### src/hdl/ubd_pkg.sv
// Operation
// - Each channel owns an independent baud generator
// - Reference clock first divided by sixteen
// - 16x clock divided by 16-bit divisor
// - Divisor formed from high and low bytes
// - 1.8432 MHz: 0x0C 9600, 0x01 115200
// - Reference from internal oscillator or input pin
// - Status bits six/five: empty, free slot
// - FIFO control bit three selects DMA mode, only with FIFO enable bit zero also set
// - Mode 0: interrupt per character moved
// - Mode 1: tx below 16 or rx above trigger
// - Divisor reachable only with divisor-access bit set
// - FIFO enable bit zero; trigger bits seven/six
package ubd_pkg;

  // ---------------------------------------------------------------
  // Sizes and timing
  // ---------------------------------------------------------------
  localparam int         NCH        = 2;
  localparam logic [3:0] PRE_LAST   = 4'hF;
  localparam logic [4:0] FIFO_DEPTH = 5'h10;
  localparam logic [4:0] TRIG_LVL0  = 5'h01;
  localparam logic [4:0] TRIG_LVL1  = 5'h04;
  localparam logic [4:0] TRIG_LVL2  = 5'h08;
  localparam logic [4:0] TRIG_LVL3  = 5'h0E;

  // ---------------------------------------------------------------
  // Register map (byte addresses)
  // ---------------------------------------------------------------
  localparam logic [7:0] OFF_LCR      = 8'h00;
  localparam logic [7:0] OFF_DIV_LO   = 8'h04;
  localparam logic [7:0] OFF_DIV_HI   = 8'h08;
  localparam logic [7:0] OFF_FCR      = 8'h0C;
  localparam logic [7:0] OFF_LSR      = 8'h10;
  localparam logic [7:0] OFF_IRQ_ST   = 8'h40;
  localparam logic [7:0] OFF_IRQ_MASK = 8'h44;
  localparam logic [7:0] OFF_CLK_SEL  = 8'h48;

  // ---------------------------------------------------------------
  // Field positions and reset values
  // ---------------------------------------------------------------
  localparam int         LCR_DIV_ACCESS = 7;
  localparam int         FCR_FIFO_EN    = 0;
  localparam int         FCR_DMA_MODE   = 3;
  localparam int         FCR_TRIG_LO    = 6;
  localparam int         LSR_TX_EMPTY   = 6;
  localparam int         LSR_TX_FREE    = 5;
  localparam logic [7:0] RST_LCR        = 8'h00;
  localparam logic [7:0] RST_DIV        = 8'h00;
  localparam logic [7:0] RST_FCR        = 8'h00;
  localparam logic [7:0] RST_LSR        = 8'h60;
  localparam logic [1:0] RESP_OKAY      = 2'h0;
  localparam logic [1:0] RESP_SLVERR    = 2'h2;

  // ---------------------------------------------------------------
  // Carriers
  // ---------------------------------------------------------------
  typedef struct packed {
    logic [4:0] txLevel;
    logic [4:0] rxLevel;
    logic       txShiftEmpty;
    logic       txDone;
    logic       rxDone;
  } ubd_chan_in_t;

  typedef struct packed {
    logic [7:0] lineControl;
    logic [7:0] divLow;
    logic [7:0] divisor_high_byte;
    logic [7:0] fifoControl;
  } ubd_chan_cfg_t;

endpackage : ubd_pkg

### src/hdl/ubd_baud_gen.sv
`timescale 1ns/1ps
module ubd_baud_gen
  import ubd_pkg::*;
(
  input  wire logic        clock,
  input  wire logic        rst_n,
  input  wire logic        refTick,
  input  wire logic [15:0] divisor,
  output logic             tick16,
  output logic             bitTick
);

  typedef struct packed {
    logic [3:0]  pre;
    logic [15:0] cnt;
    logic        tick16;
    logic        bitTick;
  } ubd_bg_state_t;

  ubd_bg_state_t s;
  ubd_bg_state_t next_s;

  // ---------------------------------------------------------------
  // Prescale and divide
  // ---------------------------------------------------------------
  always_comb begin
    next_s         = s;
    next_s.tick16  = 1'b0;
    next_s.bitTick = 1'b0;
    if (refTick) begin
      next_s.pre = s.pre + 4'h1;
      if (s.pre == PRE_LAST) begin
        next_s.tick16 = 1'b1;
        // Zero divisor parks the bit counter
        if (divisor == 16'h0000) begin
          next_s.cnt = 16'h0000;
        end else if (s.cnt >= divisor - 16'h0001) begin
          next_s.cnt     = 16'h0000;
          next_s.bitTick = 1'b1;
        end else begin
          next_s.cnt = s.cnt + 16'h0001;
        end
      end
    end
  end

  always_ff @(posedge clock or negedge rst_n) begin
    if (!rst_n) begin
      s <= '0;
    end else begin
      s <= next_s;
    end
  end

  assign tick16  = s.tick16;
  assign bitTick = s.bitTick;
endmodule : ubd_baud_gen

### src/hdl/ubd_dma_irq.sv
`timescale 1ns/1ps
module ubd_dma_irq
  import ubd_pkg::*;
(
  input  wire logic         clock,
  input  wire logic         rst_n,
  input  wire ubd_chan_in_t chanIn,
  input  wire logic [7:0]   fifoControl,
  output logic              irq,
  output logic [7:0]        lineStatus
);

  typedef struct packed {
    logic       irq;
    logic [7:0] line_status_reg;
  } ubd_di_state_t;

  ubd_di_state_t s;
  ubd_di_state_t next_s;
  logic [4:0]    trig;
  logic          blockMode;

  assign blockMode = fifoControl[FCR_DMA_MODE] & fifoControl[FCR_FIFO_EN];

  always_comb begin
    case (fifoControl[FCR_TRIG_LO +: 2])
      2'h0:    trig = TRIG_LVL0;
      2'h1:    trig = TRIG_LVL1;
      2'h2:    trig = TRIG_LVL2;
      default: trig = TRIG_LVL3;
    endcase
  end

  always_comb begin
    next_s = s;
    if (blockMode) begin
      next_s.irq = (chanIn.txLevel < FIFO_DEPTH)
                 | (chanIn.rxLevel > trig);
    end else begin
      next_s.irq = chanIn.txDone | chanIn.rxDone;
    end
    next_s.line_status_reg = 8'h00;
    next_s.line_status_reg[LSR_TX_EMPTY] = chanIn.txShiftEmpty
                             & (chanIn.txLevel == 5'h00);
    next_s.line_status_reg[LSR_TX_FREE]  = chanIn.txLevel < FIFO_DEPTH;
  end

  always_ff @(posedge clock or negedge rst_n) begin
    if (!rst_n) begin
      s     <= '0;
      s.line_status_reg <= RST_LSR;
    end else begin
      s <= next_s;
    end
  end

  assign irq        = s.irq;
  assign lineStatus = s.line_status_reg;
endmodule : ubd_dma_irq

### src/hdl/ubd_top.sv
`timescale 1ns/1ps
module ubd_top
  import ubd_pkg::*;
(
  input  wire logic                     clock,
  input  wire logic                     rst_n,
  // AXI4-Lite slave
  input  wire logic [7:0]               s_axi_awaddr,
  input  wire logic                     s_axi_awvalid,
  output logic                          s_axi_awready,
  input  wire logic [31:0]              s_axi_wdata,
  input  wire logic [3:0]               s_axi_wstrb,
  input  wire logic                     s_axi_wvalid,
  output logic                          s_axi_wready,
  output logic [1:0]                    s_axi_bresp,
  output logic                          s_axi_bvalid,
  input  wire logic                     s_axi_bready,
  input  wire logic [7:0]               s_axi_araddr,
  input  wire logic                     s_axi_arvalid,
  output logic                          s_axi_arready,
  output logic [31:0]                   s_axi_rdata,
  output logic [1:0]                    s_axi_rresp,
  output logic                          s_axi_rvalid,
  input  wire logic                     s_axi_rready,
  // Reference oscillator
  input  wire logic                     osc_input_pin,
  output logic                          osc_output_pin,
  // Per channel user side
  input  wire ubd_chan_in_t [NCH-1:0]   chanIn,
  output logic [NCH-1:0]                tick16,
  output logic [NCH-1:0]                bitTick,
  output logic [NCH-1:0]                chanIrq,
  output logic [NCH-1:0][7:0]           fifoControl,
  output logic                          irq
);

  typedef struct packed {
    logic [1:0]                oscSync;
    logic                      oscPrev;
    logic                      oscOut;
    logic                      awHeld;
    logic                      wHeld;
    logic [7:0]                awAddr;
    logic [31:0]               wData;
    logic [3:0]                wStrb;
    logic                      bvalid;
    logic [1:0]                bresp;
    logic                      rvalid;
    logic [31:0]               rdata;
    logic [1:0]                rresp;
    ubd_chan_cfg_t [NCH-1:0]   cfg;
    logic                      clkSel;
    logic [NCH-1:0]            irqSt;
    logic [NCH-1:0]            irqMask;
    logic [NCH-1:0]            irqPrev;
  } ubd_top_state_t;

  ubd_top_state_t        s;
  ubd_top_state_t        next_s;
  logic [NCH-1:0][7:0]   lineStatus;
  logic                  refTick;
  logic                  doWrite;
  logic                  wrInChan;
  logic                  wrCh;
  logic [7:0]            wrOff;
  logic                  rdInChan;
  logic                  rdCh;
  logic [7:0]            rdOff;

  // ---------------------------------------------------------------
  // Reference clock selection
  // ---------------------------------------------------------------
  // External reference is sampled; 80 MHz stays under half of clock
  assign refTick = s.clkSel ? (s.oscSync[1] & ~s.oscPrev) : 1'b1;

  // ---------------------------------------------------------------
  // Channels
  // ---------------------------------------------------------------
  for (genvar c = 0; c < NCH; c++) begin : g_chan
    ubd_baud_gen u_gen (
      .clock   (clock),
      .rst_n   (rst_n),
      .refTick (refTick),
      .divisor ({s.cfg[c].divisor_high_byte, s.cfg[c].divLow}),
      .tick16  (tick16[c]),
      .bitTick (bitTick[c])
    );
    ubd_dma_irq u_dma (
      .clock       (clock),
      .rst_n       (rst_n),
      .chanIn      (chanIn[c]),
      .fifoControl (s.cfg[c].fifoControl),
      .irq         (chanIrq[c]),
      .lineStatus  (lineStatus[c])
    );
    assign fifoControl[c] = s.cfg[c].fifoControl;
  end

  // ---------------------------------------------------------------
  // Address decode
  // ---------------------------------------------------------------
  assign doWrite  = s.awHeld & s.wHeld & ~s.bvalid;
  assign wrInChan = s.awAddr[7:6] == 2'h0;
  assign wrCh     = s.awAddr[5];
  assign wrOff    = {3'h0, s.awAddr[4:0]};
  assign rdInChan = s_axi_araddr[7:6] == 2'h0;
  assign rdCh     = s_axi_araddr[5];
  assign rdOff    = {3'h0, s_axi_araddr[4:0]};

  assign s_axi_awready = ~s.awHeld & ~s.bvalid;
  assign s_axi_wready  = ~s.wHeld & ~s.bvalid;
  assign s_axi_arready = ~s.rvalid;

  // ---------------------------------------------------------------
  // Next state
  // ---------------------------------------------------------------
  always_comb begin
    logic          dlab;
    logic          rdDlab;
    logic [1:0]    resp;
    logic [7:0]    rbyte;
    logic [NCH-1:0] clr;
    dlab   = s.cfg[wrCh].lineControl[LCR_DIV_ACCESS];
    rdDlab = s.cfg[rdCh].lineControl[LCR_DIV_ACCESS];
    resp   = RESP_OKAY;
    rbyte  = 8'h00;
    clr    = '0;
    next_s = s;

    next_s.oscSync = {s.oscSync[0], osc_input_pin};
    next_s.oscPrev = s.oscSync[1];
    // Crystal amplifier stand-in: inverted reference
    next_s.oscOut  = ~s.oscSync[1];

    if (s_axi_awvalid && s_axi_awready) begin
      next_s.awHeld = 1'b1;
      next_s.awAddr = s_axi_awaddr;
    end
    if (s_axi_wvalid && s_axi_wready) begin
      next_s.wHeld = 1'b1;
      next_s.wData = s_axi_wdata;
      next_s.wStrb = s_axi_wstrb;
    end

    // Write: both halves held, answer after
    if (doWrite) begin
      if (wrInChan) begin
        case (wrOff)
          OFF_LCR: begin
            if (s.wStrb[0]) begin
              next_s.cfg[wrCh].lineControl = s.wData[7:0];
            end
          end
          OFF_DIV_LO: begin
            if (s.wStrb[0] && dlab) begin
              next_s.cfg[wrCh].divLow = s.wData[7:0];
            end
          end
          OFF_DIV_HI: begin
            if (s.wStrb[0] && dlab) begin
              next_s.cfg[wrCh].divisor_high_byte = s.wData[7:0];
            end
          end
          OFF_FCR: begin
            // Reset bits are strobes of the FIFO logic, not kept
            if (s.wStrb[0]) begin
              next_s.cfg[wrCh].fifoControl = s.wData[7:0] & 8'hC9;
            end
          end
          OFF_LSR: resp = RESP_OKAY;
          default: resp = RESP_SLVERR;
        endcase
      end else begin
        case (s.awAddr)
          OFF_IRQ_ST: begin
            if (s.wStrb[0]) begin
              clr = s.wData[NCH-1:0];
            end
          end
          OFF_IRQ_MASK: begin
            if (s.wStrb[0]) begin
              next_s.irqMask = s.wData[NCH-1:0];
            end
          end
          OFF_CLK_SEL: begin
            if (s.wStrb[0]) begin
              next_s.clkSel = s.wData[0];
            end
          end
          default: resp = RESP_SLVERR;
        endcase
      end
      next_s.awHeld = 1'b0;
      next_s.wHeld  = 1'b0;
      next_s.bvalid = 1'b1;
      next_s.bresp  = resp;
    end else if (s.bvalid && s_axi_bready) begin
      next_s.bvalid = 1'b0;
    end

    // Read: answer one cycle after address taken
    if (s_axi_arvalid && s_axi_arready) begin
      resp = RESP_OKAY;
      if (rdInChan) begin
        case (rdOff)
          OFF_LCR:    rbyte = s.cfg[rdCh].lineControl;
          OFF_DIV_LO: rbyte = rdDlab ? s.cfg[rdCh].divLow : 8'h00;
          OFF_DIV_HI: begin
            rbyte = rdDlab ? s.cfg[rdCh].divisor_high_byte : 8'h00;
          end
          OFF_FCR:    rbyte = s.cfg[rdCh].fifoControl;
          OFF_LSR:    rbyte = lineStatus[rdCh];
          default:    resp  = RESP_SLVERR;
        endcase
      end else begin
        case (s_axi_araddr)
          OFF_IRQ_ST:   rbyte = {{(8-NCH){1'b0}}, s.irqSt};
          OFF_IRQ_MASK: rbyte = {{(8-NCH){1'b0}}, s.irqMask};
          OFF_CLK_SEL:  rbyte = {7'h00, s.clkSel};
          default:      resp  = RESP_SLVERR;
        endcase
      end
      next_s.rvalid = 1'b1;
      next_s.rdata  = {24'h000000, rbyte};
      next_s.rresp  = resp;
    end else if (s.rvalid && s_axi_rready) begin
      next_s.rvalid = 1'b0;
    end

    // Sticky events; a new rising edge beats the clear
    next_s.irqPrev = chanIrq;
    next_s.irqSt   = (s.irqSt & ~clr) | (chanIrq & ~s.irqPrev);
  end

  always_ff @(posedge clock or negedge rst_n) begin
    if (!rst_n) begin
      s <= '0;
      for (int c = 0; c < NCH; c++) begin
        s.cfg[c].lineControl       <= RST_LCR;
        s.cfg[c].divLow            <= RST_DIV;
        s.cfg[c].divisor_high_byte <= RST_DIV;
        s.cfg[c].fifoControl       <= RST_FCR;
      end
    end else begin
      s <= next_s;
    end
  end

  assign s_axi_bvalid   = s.bvalid;
  assign s_axi_bresp    = s.bresp;
  assign s_axi_rvalid   = s.rvalid;
  assign s_axi_rdata    = s.rdata;
  assign s_axi_rresp    = s.rresp;
  assign osc_output_pin = s.oscOut;
  assign irq            = |(s.irqSt & s.irqMask);
endmodule : ubd_top

### config.mk
export PLATFORM = sky130hd
export DESIGN_NAME = ubd_top
export DESIGN_NICKNAME = d
export VERILOG_FILES = /design/src/hdl/ubd_pkg.sv /design/src/hdl/ubd_baud_gen.sv /design/src/hdl/ubd_dma_irq.sv /design/src/hdl/ubd_top.sv
export SDC_FILE = /design/constraint.sdc
export NUM_CORES = 1
export LEC_CHECK = 0
export BUFFER_PORTS_ARGS = -buffer_cell sky130_fd_sc_hd__buf_2
export CORE_MARGIN = 2
export CORE_UTILIZATION = 52
export DETAILED_ROUTE_END_ITERATION = 7
export GPL_TIMING_DRIVEN = 0
export PLACE_DENSITY = 0.9
export SLEW_MARGIN = 20
export SYNTH_ARGS = -nofsm -noshare
export SYNTH_HDL_FRONTEND = slang
export SYNTH_SLANG_ARGS = --single-unit
export TNS_END_PERCENT = 20
### constraint.sdc
create_clock -name clock -period 2.9 [get_ports clock]
set_clock_uncertainty 0.05 [all_clocks]
set_input_delay 0.145 -clock clock [delete_from_list [all_inputs] [get_ports clock]]
set_output_delay 0.145 -clock clock [all_outputs]
set_load 0.03 [all_outputs]
**Yosys cells after proc, flatten, opt, wreduce, memory -nomap -nowiden**

Index checks and enable logic that the tools add are counted.

- Register bits after elaboration: 158
- Output and inout port bits: 65

- Add/sub/neg operators: 6
- $lt $le $gt $ge: 9
- Eq/ne operators: 24
- Mux-type cells: 62
- Bitwise operators: 26
- Reductions and logical operators: 32

Operators with widths:

| kind | count |
|---|---|
| $bwmux 64 | 4 |
| $mux 64 | 4 |
| $pmux 64 s4 | 1 |
| $mux 32 | 5 |
| $demux 32 s1 | 4 |
| $mux 16 | 5 |
| $eq 8x7->1 const B | 6 |
| $mux 8 | 5 |
| $pmux 8 s5 | 1 |
| $add 16x1->16 const B | 2 |
| $ge 16x16->1 | 2 |
| $logic_not 16->1 | 2 |
| $sub 16x1->16 const B | 2 |
| $mux 2 | 15 |
| $mux 24 | 1 |
| $pmux 4 s3 | 2 |
| $eq 5x4->1 const B | 4 |
| $logic_not 8->1 | 2 |
| $mux 1 | 13 |
| $eq 5x3->1 const B | 2 |
| $eq 5x5->1 const B | 2 |
| $gt 5x4->1 | 2 |
| $logic_not 5->1 | 2 |
| $lt 5x5->1 const B | 2 |
| 25 further kinds | 69 |

**Logic depth before layout (Yosys ltp)**

- Depth after elaboration: 7
- Mapped depth: 15
- Mapped depth without buffers: 13

**Modules after synthesis**

Synthesis repeated with hierarchy kept, for this count alone.

- Cells, all modules: 884
- Area, all modules: 9396.5 um2

By module, submodules not included:

| module | instances | cells each | area an instance (um2) | sequential area each (um2) |
|---|---|---|---|---|
| ubd_top | 1 | 450 | 5382.7 | 2652.5 |
| ubd_baud_gen at g_chan[1].u_gen | 1 | 187 | 1735.4 | 550.5 |
| ubd_baud_gen at g_chan[0].u_gen | 1 | 185 | 1732.9 | 550.5 |
| ubd_dma_irq | 2 | 31 | 272.8 | 77.6 |

**Least setup slack after synthesis**

Ideal clock, no wire load.

- Path kind: register to register
- Start point: register with a tool-made name
- End point: register g_chan[1].u_gen.s[16] (netlist bit)
- Library setup time: 0.126 ns
- Arrival time: 2.949 ns
- Data required time: 2.724 ns
- Slack: -0.225 ns
- Stages on the path, launching flop included: 13
- Buffers on the path: 1
- Period minus slack after synthesis: 3.125 ns
- Path through: dfrtp_1 > or4_4 > nor3_2 > nand2_2 > nor3_1 > xnor2_1 > ha_1 > nand4_1 > a211o_1 > o21ai_1 > buf_4 > nor3_1 > a221o_1

RTL lines:

| item | line | source |
|---|---|---|
| end signal: assignment | ubd_baud_gen.sv:51 | `s <= next_s;` |
| end: declaration | ubd_baud_gen.sv:20 | `ubd_bg_state_t s;` |

==> results by group <==
Outcome
  • Outcome: finished with violations
  • Violated checks: setup timing

Critical path
  • Worst path max stage delay: 460 ps
  • Worst path slowest cell: dfrtp_2
  • Top delay family on crit path: simple AND/OR/NAND/NOR gates
  • Critical path, cell by cell: nor4_4 > buf_4 > nand3_1 > nor2_1 > xnor2_1 > ha_1 > and4_4 > a21oi_4 > o2111ai_2 > a21oi_2 > buf_4 > nand2_4 > o311ai_2
  • CP Data Required Time: 3170 ps
  • R2r setup slk: -350 ps
  • Most used cell, CP: buf_4
  • Crit path kind: flop to flop
  • FF-to-FF path depth: 13
  • CP Buf/Inv Count: 2
  • Crit path max fanout: 8
  • RR Endpoint: g_chan[0].u_gen.s[9]
  • CP Launch Type: flop
  • CP Capture Type: flop
  • Worst path arrival time: 3520 ps
  • Critical path depth in cells: 13

Logic synthesis
  • Mapped Area: 8990 um^2
  • Syn_area_per_cell: 10.27 um^2
  • YS warnings: 0
  • EDFF count, synth: 0
  • Netlist cell types: 66
  • FF+latch count, synth: 156
  • Cell count after synthesis: 875
  • Ys async rst share: 100.0%
  • Top_reg_cell synth: dfrtp_1
  • Seq/Total Area, Yosys: 43.48%

Global route
  • GR peak layer: met2
  • Met1 GRT Util: 32.44%
  • GR Util All Layers: 26.76%
  • Largest net degree at the start of global routing: 108
  • Grt met2 use: 45.35%
  • M3 GR Usage: 4.789%
  • Global-route wire length before repair: 38470 um
  • Vias in the first global route: 7647
  • Total grt overflow: 0
  • Initial antenna violation count: 0

STA
  • Setup TNS: -7068 ps
  • Final Hold Fails: 0
  • Max-slew violations: 0
  • Max Clock Freq: 307.9 MHz
  • Worst slew margin: 44.38%
  • Finish-stage setup viols: 34
  • Min Tclk post-route: 3247 ps
  • Final Cycle Share: 112.0%
  • Slew @ Worst Pin: 834.3 ps
  • WHS: 32.63 ps
  • Worst setup margin: -347.3 ps
  • RSZ-0062 raised after global routing: yes

Placement
  • Pre-CTS WS: -609.9 ps
  • GP Congestion: 0.8939
  • Final HPWL from detailed placement: 14890 um
  • Buffers on Ports: 95

Routing
  • Total wire length: 24400 um
  • Initial DRC count: 677
  • DR WL/cell: 18.66 um
  • Final ANT Viol Nets: 0
  • DR vias/cell: 5.938
  • Drt first pass iters: 6
  • Routed via count: 7767
  • Residual DRC: 0

Die
  • Ports: 151
  • Die height: 135.5 um
  • Die ar.: 18360 um^2
  • Starting Density: 52.52%
  • Rows: 48
  • Die X: 135.5 um
  • Core area: 17120 um^2

Finish
  • Share of layout cells above drive strength 1: 33.15%
  • Antenna diodes: 0
  • Final Util: 66.11%
  • Layout fillers: 1152
  • Number of nets in the finished design: 1202
  • P&R area growth vs syn: 25.87%

Min path
  • Hold Crit Depth: 3
  • WHS Endpoint: s_axi_rresp[1]
  • Hold WC Path Type: input pin to flop
  • Worst hold start: s_axi_arvalid

Clock network
  • Clk sinks: 156
  • H-tree levels: 4
  • CTS tree: done
  • CTS buffer count: 17
  • Deepest clock path buffer count: 2
  • Root Driver: clkbuf_16
  • Clk slew on worst S/H paths: 70 ps
  • Worst skew pair latency: 430 ps

Job
  • Max cap viols: 0

Power
  • Power Total: 6.439 mW
  • Leakage: 5.543 nW
  • Cell Pwr Density: 569.1 nW/um^2
  • Maximum vdd ir drop: 0.6437 mV
==> final cells by class <==
| class | instances | area [um^2] | share of cell area [%] |
|---|---|---|---|
| buffer | 86 | 586.8 | 5.186 |
| clock buffer | 17 | 425.4 | 3.759 |
| clock inverter | 15 | 170.2 | 1.504 |
| inverter | 31 | 116.4 | 1.028 |
| multi-input combinational | 624 | 4771 | 42.16 |
| sequential | 156 | 3921 | 34.65 |
| tap | 225 | 281.5 | 2.488 |
| timing repair buffer | 154 | 1044 | 9.222 |
==> timing repair <==
| item | 4_1_cts | 5_1_grt |
|---|---|---|
| buffers inserted | 19 | 5 |
| hold endpoints to repair | 76 | 0 |
| resized for setup | 61 | 23 |
| endpoints found under the setup margin | 34 | 34 |
| gates cloned | 1 | 1 |
| hold buffers | 32 | 0 |
| pin swaps | 24 | 19 |
==> cells in the final DEF (no fill, tap or decap), types with 7 or more instances in the layout <==
cell	Yosys	final
clkbuf_16	0	17
nor3_1	28	20
nand4_1	16	16
a21o_1	7	7
dfrtp_2	0	10
dfrtp_1	152	142
mux2_2	64	64
nor2_1	41	38
o22ai_1	12	12
a31oi_1	8	8
buf_2	5	99
a21oi_1	27	23
nand2_1	71	69
o21ai_0	32	23
inv_1	30	29
dlygate4sd3_1	0	32
xor2_1	8	8
a22o_1	28	28
ha_1	46	45
nor2b_1	13	12
nand2b_1	7	7
conb_1	1	26
clkbuf_1	20	15
and2_1	15	15
o31ai_1	7	7
buf_4	60	81
xnor2_1	25	25
o211ai_1	7	7
mux2i_1	29	29
nand3_1	22	20
nor4_1	9	7
==> worst min-delay path, stage by stage <==
cell and delay [ps]:
buf_2 110, nand2_1 120, a221oi_1 90
==> power breakdown <==
part,internal (mW),total [mW],switching (mW)
clock,1.24,2.27,1.04
sequential,2.45,2.73,0.280
combinational,0.584,1.44,0.857
==> worst max path at each step <==
| stage | from | end | slack (ps) |
|---|---|---|---|
| floorplan | flop | g_chan[1].u_gen.s[13] | -100 |
| global placement | rst_n | s_axi_rdata[1] | -600 |
| detailed placement | flop | g_chan[1].u_gen.s[13] | -610 |
| CTS | flop | g_chan[1].u_gen.s[16] | -180 |
| global route | flop | g_chan[0].u_gen.s[11] | -480 |
| finish | flop | g_chan[0].u_gen.s[9] | -350 |
==> synth_stat cells, types with 9 or more instances <==
library cell  count  area, um^2
a21oi_1          27       135.1
nor3_1           28       140.1
nand3_1          22       110.1
a22o_1           28       245.2
nor2b_1          13       81.33
mux2_2           64       720.7
xnor2_1          25       219.0
dfrtp_1         152        3804
o21ai_0          32       160.2
o22ai_1          12       75.07
buf_4            60       450.4
clkbuf_1         20       75.07
inv_1            30       112.6
nand4_1          16       100.1
and2_1           15       93.84
mux2i_1          29       290.3
ha_1             46       575.6
nor2_1           41       153.9
nand2_1          71       266.5
nor4_1            9       56.30
==> metal layers <==
metal,vias up,share of wire (%)
li1,3492,-
met5,-,0
met4,0,4.2
met3,101,6.9
met1,3770,38
met2,404,51
==> metrics by stage <==
stage / cells / area (um^2)
after global placement: 1220 / 9883
after detailed placement: 1221 / 9921
after global routing: 1308 / 11320
final: 1308 / 11320
after floorplan: 900 / 9126
after CTS: 1302 / 11180
==> kinds of logic (layout without fill, tap and decap cells) <==
group	Yosys count	count (layout)	share of synthesized area, %
mux	94	94	11.50
compound gates	163	163	12.44
buf+inv	120	303	7.669
other cells	1	26	0.04171
fa+ha+maj	46	46	6.402
simple gates	262	262	15.25
xor+xnor	33	33	3.215
flops	156	156	43.48
(Power assumes the default switching activity.)
